`src/dvc_regs.svh`:
```
/*
  Register offsets, field positions, reset values and step sizes of the
  DAC volume and range compressor block.
  Assumes 8-bit registers on a plain address/strobe port.
*/
// Overview of operation
// - Gain code is signed, half-dB, up to +24dB.
// - Code zero is unity and reset; ones is -0.5dB.
// - Code 0x81 is -63.5dB, 0x82 is -63dB.
// - Control bit 6 enables left compressor, reset on.
// - Control bit 5 enables right compressor, reset on.
// - Compressor runs only if playback block supports it.
// - Threshold -3 to -24 dBFS, reset -12.
// - Hysteresis 0 to 3 dB, reset 3.
// - Hold field zero disables hold, reset 0111.
// - Hold codes 1-5 give 32 to 512 words.
// - Hold codes 14, 15 give 4x, 5x 32768.
// - Attack rate 4dB halving per code step.
// - Decay rate 1.5625e-2dB halving per code step.
// - Right follows left gain when master selects so.
// - Gain changes soft-step per one or two words.
`ifndef DVC_REGS_SVH
`define DVC_REGS_SVH

`define DVC_ADDR_GAIN 8'h42
`define DVC_ADDR_RSVD 8'h43
`define DVC_ADDR_CTL1 8'h44
`define DVC_ADDR_HOLD 8'h45
`define DVC_ADDR_RATE 8'h46
`define DVC_ADDR_GAIN_NOW 8'h60
`define DVC_ADDR_RED_NOW 8'h61

`define DVC_RST_GAIN 8'h00
`define DVC_RST_RSVD 8'h00
`define DVC_RST_CTL1 8'h6f
`define DVC_RST_HOLD 8'h38
`define DVC_RST_RATE 8'h00
`define DVC_CTL1_WMASK 8'h7f
`define DVC_HOLD_WMASK 8'h78

`define DVC_BIT_EN_LEFT 6
`define DVC_BIT_EN_RIGHT 5
`define DVC_MASTER_R_FOLLOWS_L 2'h2
`define DVC_SOFT_EVERY 2'h0
`define DVC_SOFT_EVERY_2 2'h1
`define DVC_SOFT_OFF 2'h2

`define DVC_GAIN_MAX 8'h30
`define DVC_GAIN_MIN 8'h81
`define DVC_GAIN_RSVD_NEG 8'h80
`define DVC_CODE_OFFSET 8'h84
`define DVC_CODE_STEPS 8'h0c
`define DVC_SHIFT_BASE 5'h1a

`define DVC_HOLD_UNIT 18'h00020
`define DVC_HOLD_BIG 18'h08000
`define DVC_HOLD_LAST_SHIFT 4'hb
`define DVC_HOLD_BIG_BASE 4'ha

`define DVC_ATTACK_MAX 27'h0800000
`define DVC_DECAY_MAX 27'h0008000
`define DVC_RED_MAX 27'h7f00000
`define DVC_HALF_DB_SHIFT 20

`endif

```
`src/dvc_pkg.sv`:
```
/*
  Types and the shared gain scaling function of the DAC volume block.
  Assumes dvc_regs.svh is on the include path.
*/
`include "dvc_regs.svh"

package dvc_pkg;

  typedef struct packed {
    logic valid;
    logic signed [15:0] data;
  } dvc_smp_t;

  typedef struct packed {
    logic [2:0] thresh;
    logic [1:0] hyst;
    logic [17:0] hold_len;
    logic [3:0] attack;
    logic [3:0] decay;
  } dvc_cfg_t;

  typedef enum logic [3:0] {
    DVC_IDLE = 4'h1,
    DVC_ATTACK = 4'h2,
    DVC_HOLD = 4'h4,
    DVC_RELEASE = 4'h8
  } dvc_cmp_state_t;

  // Scales a sample by a signed half-dB code and saturates to full scale.
  function automatic logic signed [15:0] dvc_scale(input logic signed [15:0] x, input logic signed [7:0] code);
    logic [7:0] u;
    logic [3:0] q;
    logic [3:0] r;
    logic [16:0] m;
    logic signed [33:0] p;
    logic signed [33:0] s;
    logic [4:0] sh;
    u = 8'(8'(code) + `DVC_CODE_OFFSET);
    q = 4'(u / `DVC_CODE_STEPS);
    r = 4'(u % `DVC_CODE_STEPS);
    case (r)
      4'h1: m = 17'h0879c;
      4'h2: m = 17'h08fad;
      4'h3: m = 17'h09838;
      4'h4: m = 17'h0a145;
      4'h5: m = 17'h0aadc;
      4'h6: m = 17'h0b505;
      4'h7: m = 17'h0bfc9;
      4'h8: m = 17'h0cb30;
      4'h9: m = 17'h0d745;
      4'ha: m = 17'h0e412;
      4'hb: m = 17'h0f1a2;
      default: m = 17'h08000;
    endcase
    p = 34'(x * $signed({1'b0, m}));
    sh = 5'(`DVC_SHIFT_BASE - {1'b0, q});
    s = p >>> sh;
    if (s > 34'sh00007fff) begin
      return 16'sh7fff;
    end
    if (s < -34'sh000008000) begin
      return 16'sh8000;
    end
    return 16'(s);
  endfunction

endpackage : dvc_pkg

```
`src/dvc_compressor.sv`:
```
/*
  One channel of the dynamic range compressor, stepped once per word clock.
  Assumes a sample strobe at most once per clock and a steady configuration.
*/
`include "dvc_regs.svh"

module dvc_compressor (
  input wire logic clk_i,
  input wire logic srst_i,
  input wire logic en_i,
  input wire dvc_pkg::dvc_cfg_t cfg_i,
  input wire dvc_pkg::dvc_smp_t in_i,
  output dvc_pkg::dvc_smp_t out_o,
  output logic [7:0] red_code_o
);

  dvc_pkg::dvc_cmp_state_t state;
  dvc_pkg::dvc_cmp_state_t next_state;
  logic [26:0] red;
  logic [17:0] hold_cnt;
  logic [16:0] mag;
  logic [7:0] thr_db2;
  logic [7:0] rel_db2;
  logic signed [15:0] thr_lin;
  logic signed [15:0] rel_lin;
  logic over;
  logic under;
  logic [26:0] atk_step;
  logic [26:0] dec_step;

  // ----------------------------------------------------------------
  // Level detection
  // ----------------------------------------------------------------
  assign mag = in_i.data[15] ? 17'(-{in_i.data[15], in_i.data}) : {1'b0, in_i.data};
  assign thr_db2 = 8'(({5'h00, cfg_i.thresh} + 8'h01) * 8'h06);
  assign rel_db2 = 8'(thr_db2 + {5'h00, cfg_i.hyst, 1'b0});
  assign thr_lin = dvc_pkg::dvc_scale(16'sh7fff, $signed(8'(8'h00 - thr_db2)));
  assign rel_lin = dvc_pkg::dvc_scale(16'sh7fff, $signed(8'(8'h00 - rel_db2)));
  assign over = mag > {1'b0, thr_lin};
  assign under = mag < {1'b0, rel_lin};
  assign atk_step = `DVC_ATTACK_MAX >> cfg_i.attack;
  assign dec_step = `DVC_DECAY_MAX >> cfg_i.decay;
  assign red_code_o = 8'(red >> `DVC_HALF_DB_SHIFT);

  // ----------------------------------------------------------------
  // Gain reduction state machine
  // ----------------------------------------------------------------
  always_comb begin
    next_state = state;
    case (state)
      dvc_pkg::DVC_IDLE: begin
        if (over) begin
          next_state = dvc_pkg::DVC_ATTACK;
        end
      end
      dvc_pkg::DVC_ATTACK: begin
        if (!over) begin
          next_state = (cfg_i.hold_len != 18'h00000) ? dvc_pkg::DVC_HOLD : dvc_pkg::DVC_RELEASE;
        end
      end
      dvc_pkg::DVC_HOLD: begin
        if (over) begin
          next_state = dvc_pkg::DVC_ATTACK;
        end else if (hold_cnt <= 18'h00001) begin
          next_state = dvc_pkg::DVC_RELEASE;
        end
      end
      dvc_pkg::DVC_RELEASE: begin
        if (over) begin
          next_state = dvc_pkg::DVC_ATTACK;
        end else if (under && red <= dec_step) begin
          next_state = dvc_pkg::DVC_IDLE;
        end
      end
      default: next_state = dvc_pkg::DVC_IDLE;
    endcase
  end

  always_ff @(posedge clk_i) begin
    if (srst_i || !en_i) begin
      state <= dvc_pkg::DVC_IDLE;
    end else if (in_i.valid) begin
      state <= next_state;
    end
  end

  always_ff @(posedge clk_i) begin
    if (srst_i || !en_i) begin
      red <= 27'h0000000;
    end else if (in_i.valid && next_state == dvc_pkg::DVC_ATTACK) begin
      red <= (red > `DVC_RED_MAX - atk_step) ? `DVC_RED_MAX : red + atk_step;
    end else if (in_i.valid && next_state != dvc_pkg::DVC_HOLD && state == dvc_pkg::DVC_RELEASE && under) begin
      red <= (red > dec_step) ? red - dec_step : 27'h0000000;
    end
  end

  always_ff @(posedge clk_i) begin
    if (srst_i || !en_i) begin
      hold_cnt <= 18'h00000;
    end else if (in_i.valid && state == dvc_pkg::DVC_ATTACK && next_state == dvc_pkg::DVC_HOLD) begin
      hold_cnt <= cfg_i.hold_len;
    end else if (in_i.valid && state == dvc_pkg::DVC_HOLD && hold_cnt != 18'h00000) begin
      hold_cnt <= hold_cnt - 18'h00001;
    end
  end

  always_ff @(posedge clk_i) begin
    if (srst_i) begin
      out_o <= '0;
    end else begin
      out_o.valid <= in_i.valid;
      out_o.data <= in_i.valid ? dvc_pkg::dvc_scale(in_i.data, $signed(8'(8'h00 - red_code_o))) : out_o.data;
    end
  end

  // ----------------------------------------------------------------
  // Checks
  // ----------------------------------------------------------------
  a_comp_gate_off: assert property (@(posedge clk_i) disable iff (srst_i)
    !en_i |=> red == 27'h0000000 && state == dvc_pkg::DVC_IDLE) else $error("compressor active while gated");
  a_attack_add: assert property (@(posedge clk_i) disable iff (srst_i)
    en_i && in_i.valid && over && red <= `DVC_RED_MAX - atk_step |=> red == $past(red) + $past(atk_step))
    else $error("attack step wrong");
  a_decay_sub: assert property (@(posedge clk_i) disable iff (srst_i)
    en_i && in_i.valid && state == dvc_pkg::DVC_RELEASE && !over && under && red > dec_step
    |=> red == $past(red) - $past(dec_step)) else $error("decay step wrong");
  a_hold_load: assert property (@(posedge clk_i) disable iff (srst_i)
    en_i && in_i.valid && state == dvc_pkg::DVC_ATTACK && !over && cfg_i.hold_len != 18'h00000
    |=> state == dvc_pkg::DVC_HOLD && hold_cnt == $past(cfg_i.hold_len)) else $error("hold not loaded");
  a_hold_skip: assert property (@(posedge clk_i) disable iff (srst_i)
    en_i && in_i.valid && state == dvc_pkg::DVC_ATTACK && !over && cfg_i.hold_len == 18'h00000
    |=> state == dvc_pkg::DVC_RELEASE) else $error("hold not bypassed");

endmodule // dvc_compressor

```
`src/dvc_top.sv`:
```
/*
  DAC right channel digital volume with soft stepping and a two channel
  dynamic range compressor, with its register file.
  Assumes samples arrive at most one per clock, flagged once per word clock,
  and that the left volume and the DAC setup fields come from outside.
*/
`include "dvc_regs.svh"

module dvc_top (
  input wire logic clk_i,
  input wire logic srst_i,
  input wire logic [7:0] reg_addr_i,
  input wire logic [7:0] reg_wdata_i,
  input wire logic reg_wr_i,
  input wire logic reg_rd_i,
  output logic [7:0] reg_rdata_o,
  input wire logic [7:0] left_gain_i,
  input wire logic [1:0] master_vol_i,
  input wire logic [1:0] soft_step_i,
  input wire logic playback_block_choice_drc_i,
  input wire dvc_pkg::dvc_smp_t left_in_i,
  input wire dvc_pkg::dvc_smp_t right_in_i,
  output dvc_pkg::dvc_smp_t left_out_o,
  output dvc_pkg::dvc_smp_t right_out_o,
  output logic [7:0] right_gain_now_o
);

  logic [7:0] gain_reg;
  logic [7:0] rsvd_reg;
  logic [7:0] ctl1_reg;
  logic [7:0] hold_reg;
  logic [7:0] rate_reg;
  logic [7:0] cur_gain;
  logic [7:0] target_raw;
  logic [7:0] target;
  logic half_tick;
  logic step_ok;
  dvc_pkg::dvc_cfg_t cfg;
  logic [1:0] comp_en;
  dvc_pkg::dvc_smp_t ch_in [2];
  dvc_pkg::dvc_smp_t ch_gain [2];
  dvc_pkg::dvc_smp_t ch_out [2];
  logic [7:0] ch_code [2];
  logic [7:0] red_code [2];

  // ----------------------------------------------------------------
  // Decoding helpers
  // ----------------------------------------------------------------
  // Hold length in word clocks; codes between the listed ends double up to
  // 32768 and then rise in 32768 word steps.
  function automatic logic [17:0] hold_words(input logic [3:0] c);
    if (c == 4'h0) begin
      return 18'h00000;
    end
    if (c <= `DVC_HOLD_LAST_SHIFT) begin
      return 18'(`DVC_HOLD_UNIT << (c - 4'h1));
    end
    return 18'(`DVC_HOLD_BIG * {14'h0000, 4'(c - `DVC_HOLD_BIG_BASE)});
  endfunction

  function automatic logic [7:0] clamp_code(input logic [7:0] c);
    if ($signed(c) > $signed(`DVC_GAIN_MAX)) begin
      return `DVC_GAIN_MAX;
    end
    if (c == `DVC_GAIN_RSVD_NEG) begin
      return `DVC_GAIN_MIN;
    end
    return c;
  endfunction

  function automatic logic [7:0] read_mux(input logic [7:0] a);
    case (a)
      `DVC_ADDR_GAIN: return gain_reg;
      `DVC_ADDR_RSVD: return rsvd_reg;
      `DVC_ADDR_CTL1: return ctl1_reg;
      `DVC_ADDR_HOLD: return hold_reg;
      `DVC_ADDR_RATE: return rate_reg;
      `DVC_ADDR_GAIN_NOW: return cur_gain;
      `DVC_ADDR_RED_NOW: return red_code[1];
      default: return 8'h00;
    endcase
  endfunction

  // ----------------------------------------------------------------
  // Register file
  // ----------------------------------------------------------------
  always_ff @(posedge clk_i) begin
    if (srst_i) begin
      gain_reg <= `DVC_RST_GAIN;
      rsvd_reg <= `DVC_RST_RSVD;
      ctl1_reg <= `DVC_RST_CTL1;
      hold_reg <= `DVC_RST_HOLD;
      rate_reg <= `DVC_RST_RATE;
    end else if (reg_wr_i) begin
      case (reg_addr_i)
        `DVC_ADDR_GAIN: gain_reg <= reg_wdata_i;
        `DVC_ADDR_RSVD: rsvd_reg <= reg_wdata_i;
        `DVC_ADDR_CTL1: ctl1_reg <= reg_wdata_i & `DVC_CTL1_WMASK;
        `DVC_ADDR_HOLD: hold_reg <= reg_wdata_i & `DVC_HOLD_WMASK;
        `DVC_ADDR_RATE: rate_reg <= reg_wdata_i;
        default: ;
      endcase
    end
  end

  always_ff @(posedge clk_i) begin
    if (srst_i) begin
      reg_rdata_o <= 8'h00;
    end else begin
      reg_rdata_o <= reg_rd_i ? read_mux(reg_addr_i) : 8'h00;
    end
  end

  // ----------------------------------------------------------------
  // Soft-stepped right channel gain
  // ----------------------------------------------------------------
  assign target_raw = (master_vol_i == `DVC_MASTER_R_FOLLOWS_L) ? left_gain_i : gain_reg;
  assign target = clamp_code(target_raw);
  assign step_ok = right_in_i.valid && (soft_step_i != `DVC_SOFT_EVERY_2 || half_tick);
  assign right_gain_now_o = cur_gain;

  always_ff @(posedge clk_i) begin
    if (srst_i) begin
      half_tick <= 1'b0;
    end else if (right_in_i.valid) begin
      half_tick <= !half_tick;
    end
  end

  always_ff @(posedge clk_i) begin
    if (srst_i) begin
      cur_gain <= `DVC_RST_GAIN;
    end else if (soft_step_i == `DVC_SOFT_OFF) begin
      cur_gain <= target;
    end else if (step_ok && $signed(cur_gain) < $signed(target)) begin
      cur_gain <= 8'(cur_gain + 8'h01);
    end else if (step_ok && $signed(cur_gain) > $signed(target)) begin
      cur_gain <= 8'(cur_gain - 8'h01);
    end
  end

  // ----------------------------------------------------------------
  // Gain stage and compressors
  // ----------------------------------------------------------------
  assign cfg.thresh = ctl1_reg[4:2];
  assign cfg.hyst = ctl1_reg[1:0];
  assign cfg.hold_len = hold_words(hold_reg[6:3]);
  assign cfg.attack = rate_reg[7:4];
  assign cfg.decay = rate_reg[3:0];
  assign comp_en[0] = ctl1_reg[`DVC_BIT_EN_LEFT] && playback_block_choice_drc_i;
  assign comp_en[1] = ctl1_reg[`DVC_BIT_EN_RIGHT] && playback_block_choice_drc_i;
  assign ch_in[0] = left_in_i;
  assign ch_in[1] = right_in_i;
  assign ch_code[0] = 8'h00;
  assign ch_code[1] = cur_gain;
  assign left_out_o = ch_out[0];
  assign right_out_o = ch_out[1];

  // The left volume is applied upstream, so its gain stage is a unity delay
  // that keeps both channels aligned.
  for (genvar i = 0; i < 2; i++) begin : g_ch
    always_ff @(posedge clk_i) begin
      if (srst_i) begin
        ch_gain[i] <= '0;
      end else begin
        ch_gain[i].valid <= ch_in[i].valid;
        if (ch_in[i].valid) begin
          ch_gain[i].data <= dvc_pkg::dvc_scale(ch_in[i].data, $signed(ch_code[i]));
        end
      end
    end

    dvc_compressor u_comp (
      .clk_i(clk_i),
      .srst_i(srst_i),
      .en_i(comp_en[i]),
      .cfg_i(cfg),
      .in_i(ch_gain[i]),
      .out_o(ch_out[i]),
      .red_code_o(red_code[i])
    );
  end

  // ----------------------------------------------------------------
  // Checks
  // ----------------------------------------------------------------
  a_gain_reset_unity: assert property (@(posedge clk_i)
    srst_i |=> cur_gain == 8'h00 && gain_reg == 8'h00) else $error("gain not unity after reset");
  a_gain_unity_pass: assert property (@(posedge clk_i) disable iff (srst_i)
    right_in_i.valid && cur_gain == 8'h00 |=> ch_gain[1].data == $past(right_in_i.data))
    else $error("unity gain altered sample");
  a_gain_minus_half: assert property (@(posedge clk_i) disable iff (srst_i)
    right_in_i.valid && cur_gain == 8'hff && right_in_i.data == 16'sh4000
    |=> ch_gain[1].data == 16'sh3c68) else $error("minus half dB wrong");
  a_gain_top_sat: assert property (@(posedge clk_i) disable iff (srst_i)
    right_in_i.valid && cur_gain == 8'h30 && right_in_i.data == 16'sh1000
    |=> ch_gain[1].data == 16'sh7fff) else $error("plus 24 dB not saturated");
  a_gain_bottom: assert property (@(posedge clk_i) disable iff (srst_i)
    cur_gain != 8'h80) else $error("reserved gain code applied");
  a_soft_one_step: assert property (@(posedge clk_i) disable iff (srst_i)
    soft_step_i == `DVC_SOFT_EVERY && right_in_i.valid && cur_gain != target
    |=> (8'(cur_gain - $past(cur_gain)) == 8'h01) || (8'($past(cur_gain) - cur_gain) == 8'h01))
    else $error("soft step not one half dB");
  a_soft_off_jump: assert property (@(posedge clk_i) disable iff (srst_i)
    soft_step_i == `DVC_SOFT_OFF |=> cur_gain == $past(target)) else $error("gain not applied at once");
  a_follow_left: assert property (@(posedge clk_i) disable iff (srst_i)
    master_vol_i == `DVC_MASTER_R_FOLLOWS_L && soft_step_i == `DVC_SOFT_OFF && left_gain_i == 8'h30
    |=> cur_gain == 8'h30) else $error("right gain not following left");
  a_ctl_rsvd_zero: assert property (@(posedge clk_i) disable iff (srst_i)
    reg_rd_i && (reg_addr_i == `DVC_ADDR_CTL1 || reg_addr_i == `DVC_ADDR_HOLD)
    |=> !reg_rdata_o[7]) else $error("reserved control bit set");
  a_hold_code_14: assert property (@(posedge clk_i) disable iff (srst_i)
    hold_reg[6:3] == 4'he |-> cfg.hold_len == 18'h20000) else $error("hold code 14 length wrong");
  a_hold_code_5: assert property (@(posedge clk_i) disable iff (srst_i)
    hold_reg[6:3] == 4'h5 |-> cfg.hold_len == 18'h00200) else $error("hold code 5 length wrong");
  a_comp_block_off: assert property (@(posedge clk_i) disable iff (srst_i)
    !playback_block_choice_drc_i |=> red_code[0] == 8'h00 && red_code[1] == 8'h00)
    else $error("compressor active without block support");

endmodule // dvc_top

```
`config.mk`:
```
export PLATFORM = sky130hd
export DESIGN_NAME = dvc_top
export DESIGN_NICKNAME = d
export VERILOG_FILES = /design/src/dvc_pkg.sv /design/src/dvc_compressor.sv /design/src/dvc_top.sv
export VERILOG_INCLUDE_DIRS = /design/src
export SDC_FILE = /design/constraint.sdc
export NUM_CORES = 2
export LEC_CHECK = 0
export BUFFER_PORTS_ARGS = -buffer_cell sky130_fd_sc_hd__buf_2
export CAP_MARGIN = 25
export CORE_ASPECT_RATIO = 0.5
export CORE_UTILIZATION = 65
export DETAILED_ROUTE_END_ITERATION = 10
export MAX_ROUTING_LAYER = met4
export PLACE_DENSITY = 0.82
export SLEW_MARGIN = 40
export SYNTH_ARGS = -nofsm -noshare
export SYNTH_HDL_FRONTEND = slang
export SYNTH_SLANG_ARGS = --single-unit
export TNS_END_PERCENT = 10
```
`constraint.sdc`:
```
create_clock -name clk_i -period 20.6 [get_ports clk_i]
set_input_delay 6.18 -clock clk_i [delete_from_list [all_inputs] [get_ports clk_i]]
set_output_delay 6.18 -clock clk_i [all_outputs]
set_load 0.02 [all_outputs]
```
Word level (Yosys, flattened, before mapping) --
Memory sizes are Yosys's and may differ from the RTL's. Cells that the tools add are included.
Cells by class: reduce and logical (&&, ||, !) cells 44, multiply operators 9, bitwise gates (word level) 5, equality and inequality tests 25, div/mod/pow operators 10, shift-type cells 10, mux-type cells 139, add/sub/neg operators 29, order comparisons 32
Operators by type and width (number):
- $mux 16 | 38
- $gt 34x16->1 const B | 7
- $lt 34x16->1 const B | 7
- $sshr 34x5->34 | 7
- $mux 27 | 8
- $mux 18 | 8
- $mul 16x18->34 | 4
- $mux 17 | 8
- $mul 15x17->32 const A | 4
- $gt 27x27->1 | 4
- $mux 8 | 8
- $eq 8x7->1 const B | 7
- $pmux 8 s7 | 1
- $add 27x27->27 | 2
- $le 27x27->1 | 2
- $reduce_bool 18->1 | 3
- $sub 27x27->27 | 2
- $mux 1 | 53
- $mux 4 | 13
- $add 8x8->8 const B | 5
- $div 8x4->8 const B | 5
- $mod 8x4->8 const B | 5
- $le 18x1->1 const B | 2
- $sub 18x1->18 const B | 2
- 42 further kinds | 98
Word-level totals: ROM bits 1920, RAM bits 34, register bits after elaboration 184, output and inout port bits 50, input port bits 67, memories kept 9
Memories:
- (no name shown) | words 16, bits a word 15, rd ports 1, clocked after memory_dff 0, write ports 0, RTL line dvc_pkg.sv:41 | case (r)
- (no name shown) | words 16, bits a word 15, rd ports 1, clocked after memory_dff 0, write ports 0, RTL line dvc_pkg.sv:41
- (no name shown) | words 16, bits a word 15, rd ports 1, clocked after memory_dff 0, write ports 0, RTL line dvc_pkg.sv:41
- (no name shown) | words 16, bits a word 15, rd ports 1, clocked after memory_dff 0, write ports 0, RTL line dvc_pkg.sv:41
- (no name shown) | words 16, bits a word 15, rd ports 1, clocked after memory_dff 0, write ports 0, RTL line dvc_pkg.sv:41
- (no name shown) | words 16, bits a word 15, rd ports 1, clocked after memory_dff 0, write ports 0, RTL line dvc_pkg.sv:41
- +3 memories

Logic depth before layout (Yosys ltp) --
An unclocked memory read counts as a cell.
depth in word-level cells 25, mapped depth 79, mapped depth without buffers 70

Modules after synthesis --
Synthesis repeated with hierarchy kept, for this count alone.
Second synthesis, totals: cells, all modules 10274, area, all modules 81478.1 um2
Modules (own cells, without submodules):
- dvc_compressor (g_ch[0].u_comp) | times used 1, area each 31913.1 um2, sequential area each 1321.3 um2, cells each 4094
- dvc_compressor (g_ch[1].u_comp) | times used 1, area each 31201.2 um2, sequential area each 1321.3 um2, cells each 4032
- dvc_top | times used 1, area each 18363.9 um2, sequential area each 2042.0 um2, cells each 2148

Least setup slack after synthesis --
No wires, ideal clock.
kind flip-flop to flip-flop, from register ctl1_reg[2], to register g_ch[0].u_comp.red[1], cell stages (with the launch flop) 74, data required time 20.540 ns, arrival time 16.571 ns, path slack 3.969 ns, buffers on the path 8, cells stage by stage dfxtp_1 > clkbuf_1 > inv_1 > ha_1 > ha_1 > a21o_1 > a21oi_1 > xor2_1 > ha_1 > buf_2 > nor2b_1 > o21a_1 > or4_1 > buf_2 > a211oi_2 > a22oi_1 > nand3_2 > ha_1 > (+38 left out) > a31oi_4 > clkbuf_1 > a21oi_1 > ha_1 > a21o_1 > a21o_1 > a21oi_1 > nor2b_1 > o21ai_0 > nand2b_1 > a21oi_1 > o31ai_1 > nand2_1 > a21oi_1 > a32oi_1 > o21ai_1 > nor3_1 > a22o_1
Between the ends: cells in the longest elaborated chain, start to end 24
Ends and longest elaborated chain:
- from (decl) | RTL line dvc_top.sv:30 | logic [7:0] ctl1_reg;
- from (signal assigned) | RTL line dvc_top.sv:91 | ctl1_reg <= `DVC_RST_CTL1;
- from (signal assigned) | RTL line dvc_top.sv:98 | `DVC_ADDR_CTL1: ctl1_reg <= reg_wdata_i & `DVC_CTL1_WMASK;
- $add 3x1->4 * | RTL line dvc_compressor.sv:35 | assign thr_db2 = 8'(({5'h00, cfg_i.thresh} + 8'h01) * 8'h06);
- $mul 8x2->7 * | RTL line dvc_compressor.sv:35
- $add 8x3->8 | RTL line dvc_compressor.sv:36 | assign rel_db2 = 8'(thr_db2 + {5'h00, cfg_i.hyst, 1'b0});
- $sub 1x8->8 | RTL line dvc_compressor.sv:38 | assign rel_lin = dvc_pkg::dvc_scale(16'sh7fff, $signed(8'(8'h00 - rel_db2)));
- $add 8x8->8 (no line)
- $mod 8x4->8 (no line)
- $mem_v2 16x15
- $mul 15x17->32 | RTL line dvc_pkg.sv:55 | p = 34'(x * $signed({1'b0, m}));
- (+6 left out)
- $lt 17x16->1 | RTL line dvc_compressor.sv:40 | assign under = mag < {1'b0, rel_lin};
- $logic_and 1x1->1 | RTL line dvc_compressor.sv:71 | end else if (under && red <= dec_step) begin
- $mux 4 | RTL line dvc_compressor.sv:71
- $mux 4 | RTL line dvc_compressor.sv:69 | if (over) begin
- $pmux 4 s4 | RTL line dvc_compressor.sv:50 | case (state)
- $ne 4x3->1 | RTL line dvc_compressor.sv:92 | end else if (in_i.valid && next_state != dvc_pkg::DVC_HOLD && state == dvc_pkg::DVC_RELEASE && under) begin
- $logic_and 1x1->1 (3 in a row) | RTL line dvc_compressor.sv:92
- $reduce_bool 2->1 (no line)
- to (signal assigned) | RTL line dvc_compressor.sv:91 | red <= (red > `DVC_RED_MAX - atk_step) ? `DVC_RED_MAX : red + atk_step;
- to (signal assigned) | RTL line dvc_compressor.sv:93 | red <= (red > dec_step) ? red - dec_step : 27'h0000000;
- to (decl) | RTL line dvc_compressor.sv:19 | logic [26:0] red;
Every way passes the cells marked *; elsewhere a longest branch is shown, timed or not. The select of a mux whose other input is x is not followed. A chain may end at the register's enable or synchronous reset.

Worst setup path after layout --
from register ctl1_reg[2], to register g_ch[0].u_comp.red[18]
Same word-level chain as after synthesis.

==> reports/qor.csv <==
stage,metric,value,unit
grt,GRT overflow,0,
layout,share of post-route cells with drive strength above 1,5.96,%
setup_path,Worst Path Required,21.10,ns
timing,crit path time final,18.85,ns
clock_tree,"Clk Latency, worst-skew pair",0.61,ns
setup_path,Worst Setup Start Kind,flop,
logic_synthesis,Synth area leader,fa_1,
clock_tree,root buffer cell,clkbuf_16,
logic_synthesis,top-count cell post-synth,inv_1,
grt,first-pass GRT wire length,307000,um
routing,DR iter-0 viols,6535,
routing,routed wire length per instance,20.5,um
layout,Layout Utilization,68.5,%
timing,Rel. slew slack,37.6,%
logic_synthesis,sequential share of the synthesized area,7.12,%
grt,initial antenna violation count,19,
logic_synthesis,largest cells by area after synthesis,"fa_1 22%, ha_1 17%, inv_1 6.5%",
floorplan,die area,103000,um^2
logic_synthesis,asr flop ratio synth,0,%
layout,design area,68700,um^2
layout,synthesis-to-layout area growth,4.36,%
routing,DR vias/cell,6.30,
logic_synthesis,#FFs+latches synth,218,
logic_synthesis,Avg Inst Size Synth,7.98,um^2
layout,largest registers,"g_ch.u_comp.red (54), g_ch.u_comp.hold_cnt (36)",
routing,ANT nets after route,0,
logic_synthesis,largest family of logic cells by synthesized area,adder cells,
timing,fin crit share,91.5,%
clock_tree,Post CTS Setup Buffer Count,0,
logic_synthesis,Cells after Synth,8249,
clock_tree,CTS tree,done,
grt,largest net degree at the start of global routing,64,
logic_synthesis,multiplexer share of the synthesized area,3.99,%
routing,First-pass DRT Iterations,8,
placed_design,GPL Wtd Cong,1.06,
setup_path,Crit. End Element,flop,
floorplan,die width,452,um
grt,gr usage total,38.8,%
setup_path,Crit path top cell by count,a21oi_1,
routing,DRC,0,
setup_path,"Worst Path Class, Setup",reg2reg,
timing,setup ws final,1.75,ns
timing,clock skew,0.0294,ns
clock_tree,Inserted Clock Buffers,23,
logic_synthesis,"Cell Area, Synth",65800,um^2
setup_path,critical path's slowest cell,fa_1,
placed_design,DP Wirelength,157000,um
clock_tree,H-tree Lvls,1,
floorplan,Die Height,227,um
floorplan,FP Rows,82,
timing,RSZ-0062 raised after global routing,false,
logic_synthesis,number of synthesized flops with an enable pin,32,
timing,Fin. Hold Viols,0,
setup_path,CP max stage delay,0.68,ns
logic_synthesis,Synth Area in Adders,39.0,%
layout,NumNets Final,9799,
logic_synthesis,Ys Warns,0,
floorplan,I/O pin total,117,
run_status,outcome,"finished, final reports clean",
logic_synthesis,Synth Area in Compound Gates,17.9,%
logic_synthesis,Cell variety after synth,120,
timing,Final setup violation count,0,
timing,TNS Setup,0,ns
routing,drt total wl,195000,um
clock_tree,Max Root-Sink Buffers,3,
placed_design,Post-Place Cell Area,67800,um^2
flow_run,MaxCap Viol Count,0,
logic_synthesis,post-synth top area share,22.3,%
timing,Final Max Slew Viols,0,
placed_design,pre-CTS WS,2.10,ns
logic_synthesis,simple-gate portion of the synthesized area,19.2,%
timing,Max Freq,53.1,MHz
clock_tree,"CTS clk-pin slew, worst paths",0.07,ns
logic_synthesis,"top cells by count, synth","1132 x inv_1, 874 x ha_1, 734 x fa_1",
logic_synthesis,xor/xnor share of the synthesized area,3.95,%
setup_path,crit path DAT,19.35,ns
logic_synthesis,Main synth FF type,dfxtp_1,
clock_tree,CTS Hold Bufs,0,
grt,number of global-route vias before repair,57100,
placed_design,Port Buffers,116,
clock_tree,post-cts sizing count,0,
timing,Worst Tran Pin Value,0.936,ns
floorplan,core area,100000,um^2
routing,Via Count,59800,
layout,Top reg by flops,g_ch.u_comp.red,
hold_path,Worst Hold Class,reg2reg,
clock_tree,Clock Sinks,218,
setup_path,worst-path fanout max,58,
layout,max FFs per register,54,
floorplan,Initial Utilization,65.6,%
## metal layers
| layer | track usage [%] | part of all wire, % | up-vias |
|---|---|---|---|
| met4 | 12.8 | 3.5 | 0 |
| met2 | 59.3 | 44 | 2820 |
| met5 | - | 0 | - |
| met1 | 51.5 | 42 | 28700 |
| li1 | - | - | 27800 |
| met3 | 7.90 | 11 | 464 |
## critical path: cells and delay by family (launching register included)
| kind | cells | cell delay, ns |
|---|---|---|
| AOI/OAI and AO/OA | 30 | 8.10 |
| xor gates and xnor gates | 1 | 0.35 |
| adders and majority gates | 12 | 5.49 |
| buffers and inverters | 9 | 1.74 |
| DFF | 1 | 0.41 |
| and+or+nand+nor | 13 | 2.58 |
## area by class of cell
cell class,instances,area (um^2)
diodes,14,35.0
clock buffers,28,614
clock inverters,14,176
fillers,8259,31600
inverters,1154,4330
multi-input cells,6487,55600
flip-flops and latches,218,4690
well taps,1344,1680
repair buffers,240,1530
## cell families after synthesis
group           after synthesis
buf+inv                    1548
mux                         237
simple gates               2582
other cells                   2
flops                       218
xor+xnor                    295
compound gates             1758
fa+ha+maj                  1609
## stage by stage
stage	hold WS (ns)	std cells
final	0.459	9499
after CTS	0.456	9483
after global routing	0.470	9498
after global placement	0.442	9439
after detailed placement	0.447	9441
after floorplan	0.436	8253
## cells in the final DEF, fill, tap and decap left out, drive strengths merged, types with 44 or more instances in the layout
| cell | netlist | routed |
|---|---|---|
| o21ai | 350 | 350 |
| and2 | 292 | 292 |
| inv | 1140 | 1144 |
| nand4 | 66 | 66 |
| a21oi | 452 | 452 |
| nor3 | 167 | 167 |
| nand2 | 670 | 670 |
| o211ai | 50 | 50 |
| dfxtp | 186 | 186 |
| fa | 734 | 734 |
| nand3 | 139 | 139 |
| o21a | 77 | 77 |
| or2 | 44 | 44 |
| nor4 | 57 | 57 |
| buf | 35 | 240 |
| nor2b | 128 | 128 |
| nand2b | 112 | 112 |
| and3 | 83 | 83 |
| xnor2 | 205 | 205 |
| a21o | 143 | 143 |
| a211oi | 114 | 114 |
| ha | 874 | 874 |
| mux2i | 188 | 188 |
| a31oi | 65 | 65 |
| xor2 | 90 | 90 |
| o31ai | 44 | 44 |
| nor2 | 691 | 691 |
## worst paths after layout
path | end | depth (start not counted) | startpoint | slack (ns)
max | g_ch[0].u_comp.red[18] | 65 | ctl1_reg[2] | 1.75
min | rsvd_reg[3] | 2 | rsvd_reg[3] | 0.46
min reg2reg | rsvd_reg[3] | 2 | rsvd_reg[3] | 0.46
max reg2reg | g_ch[0].u_comp.red[18] | 65 | ctl1_reg[2] | 1.75
Power is left out: the tool's default activity adds up to more than one toggle a clock period on the data nets, which glitch-free logic cannot reach.
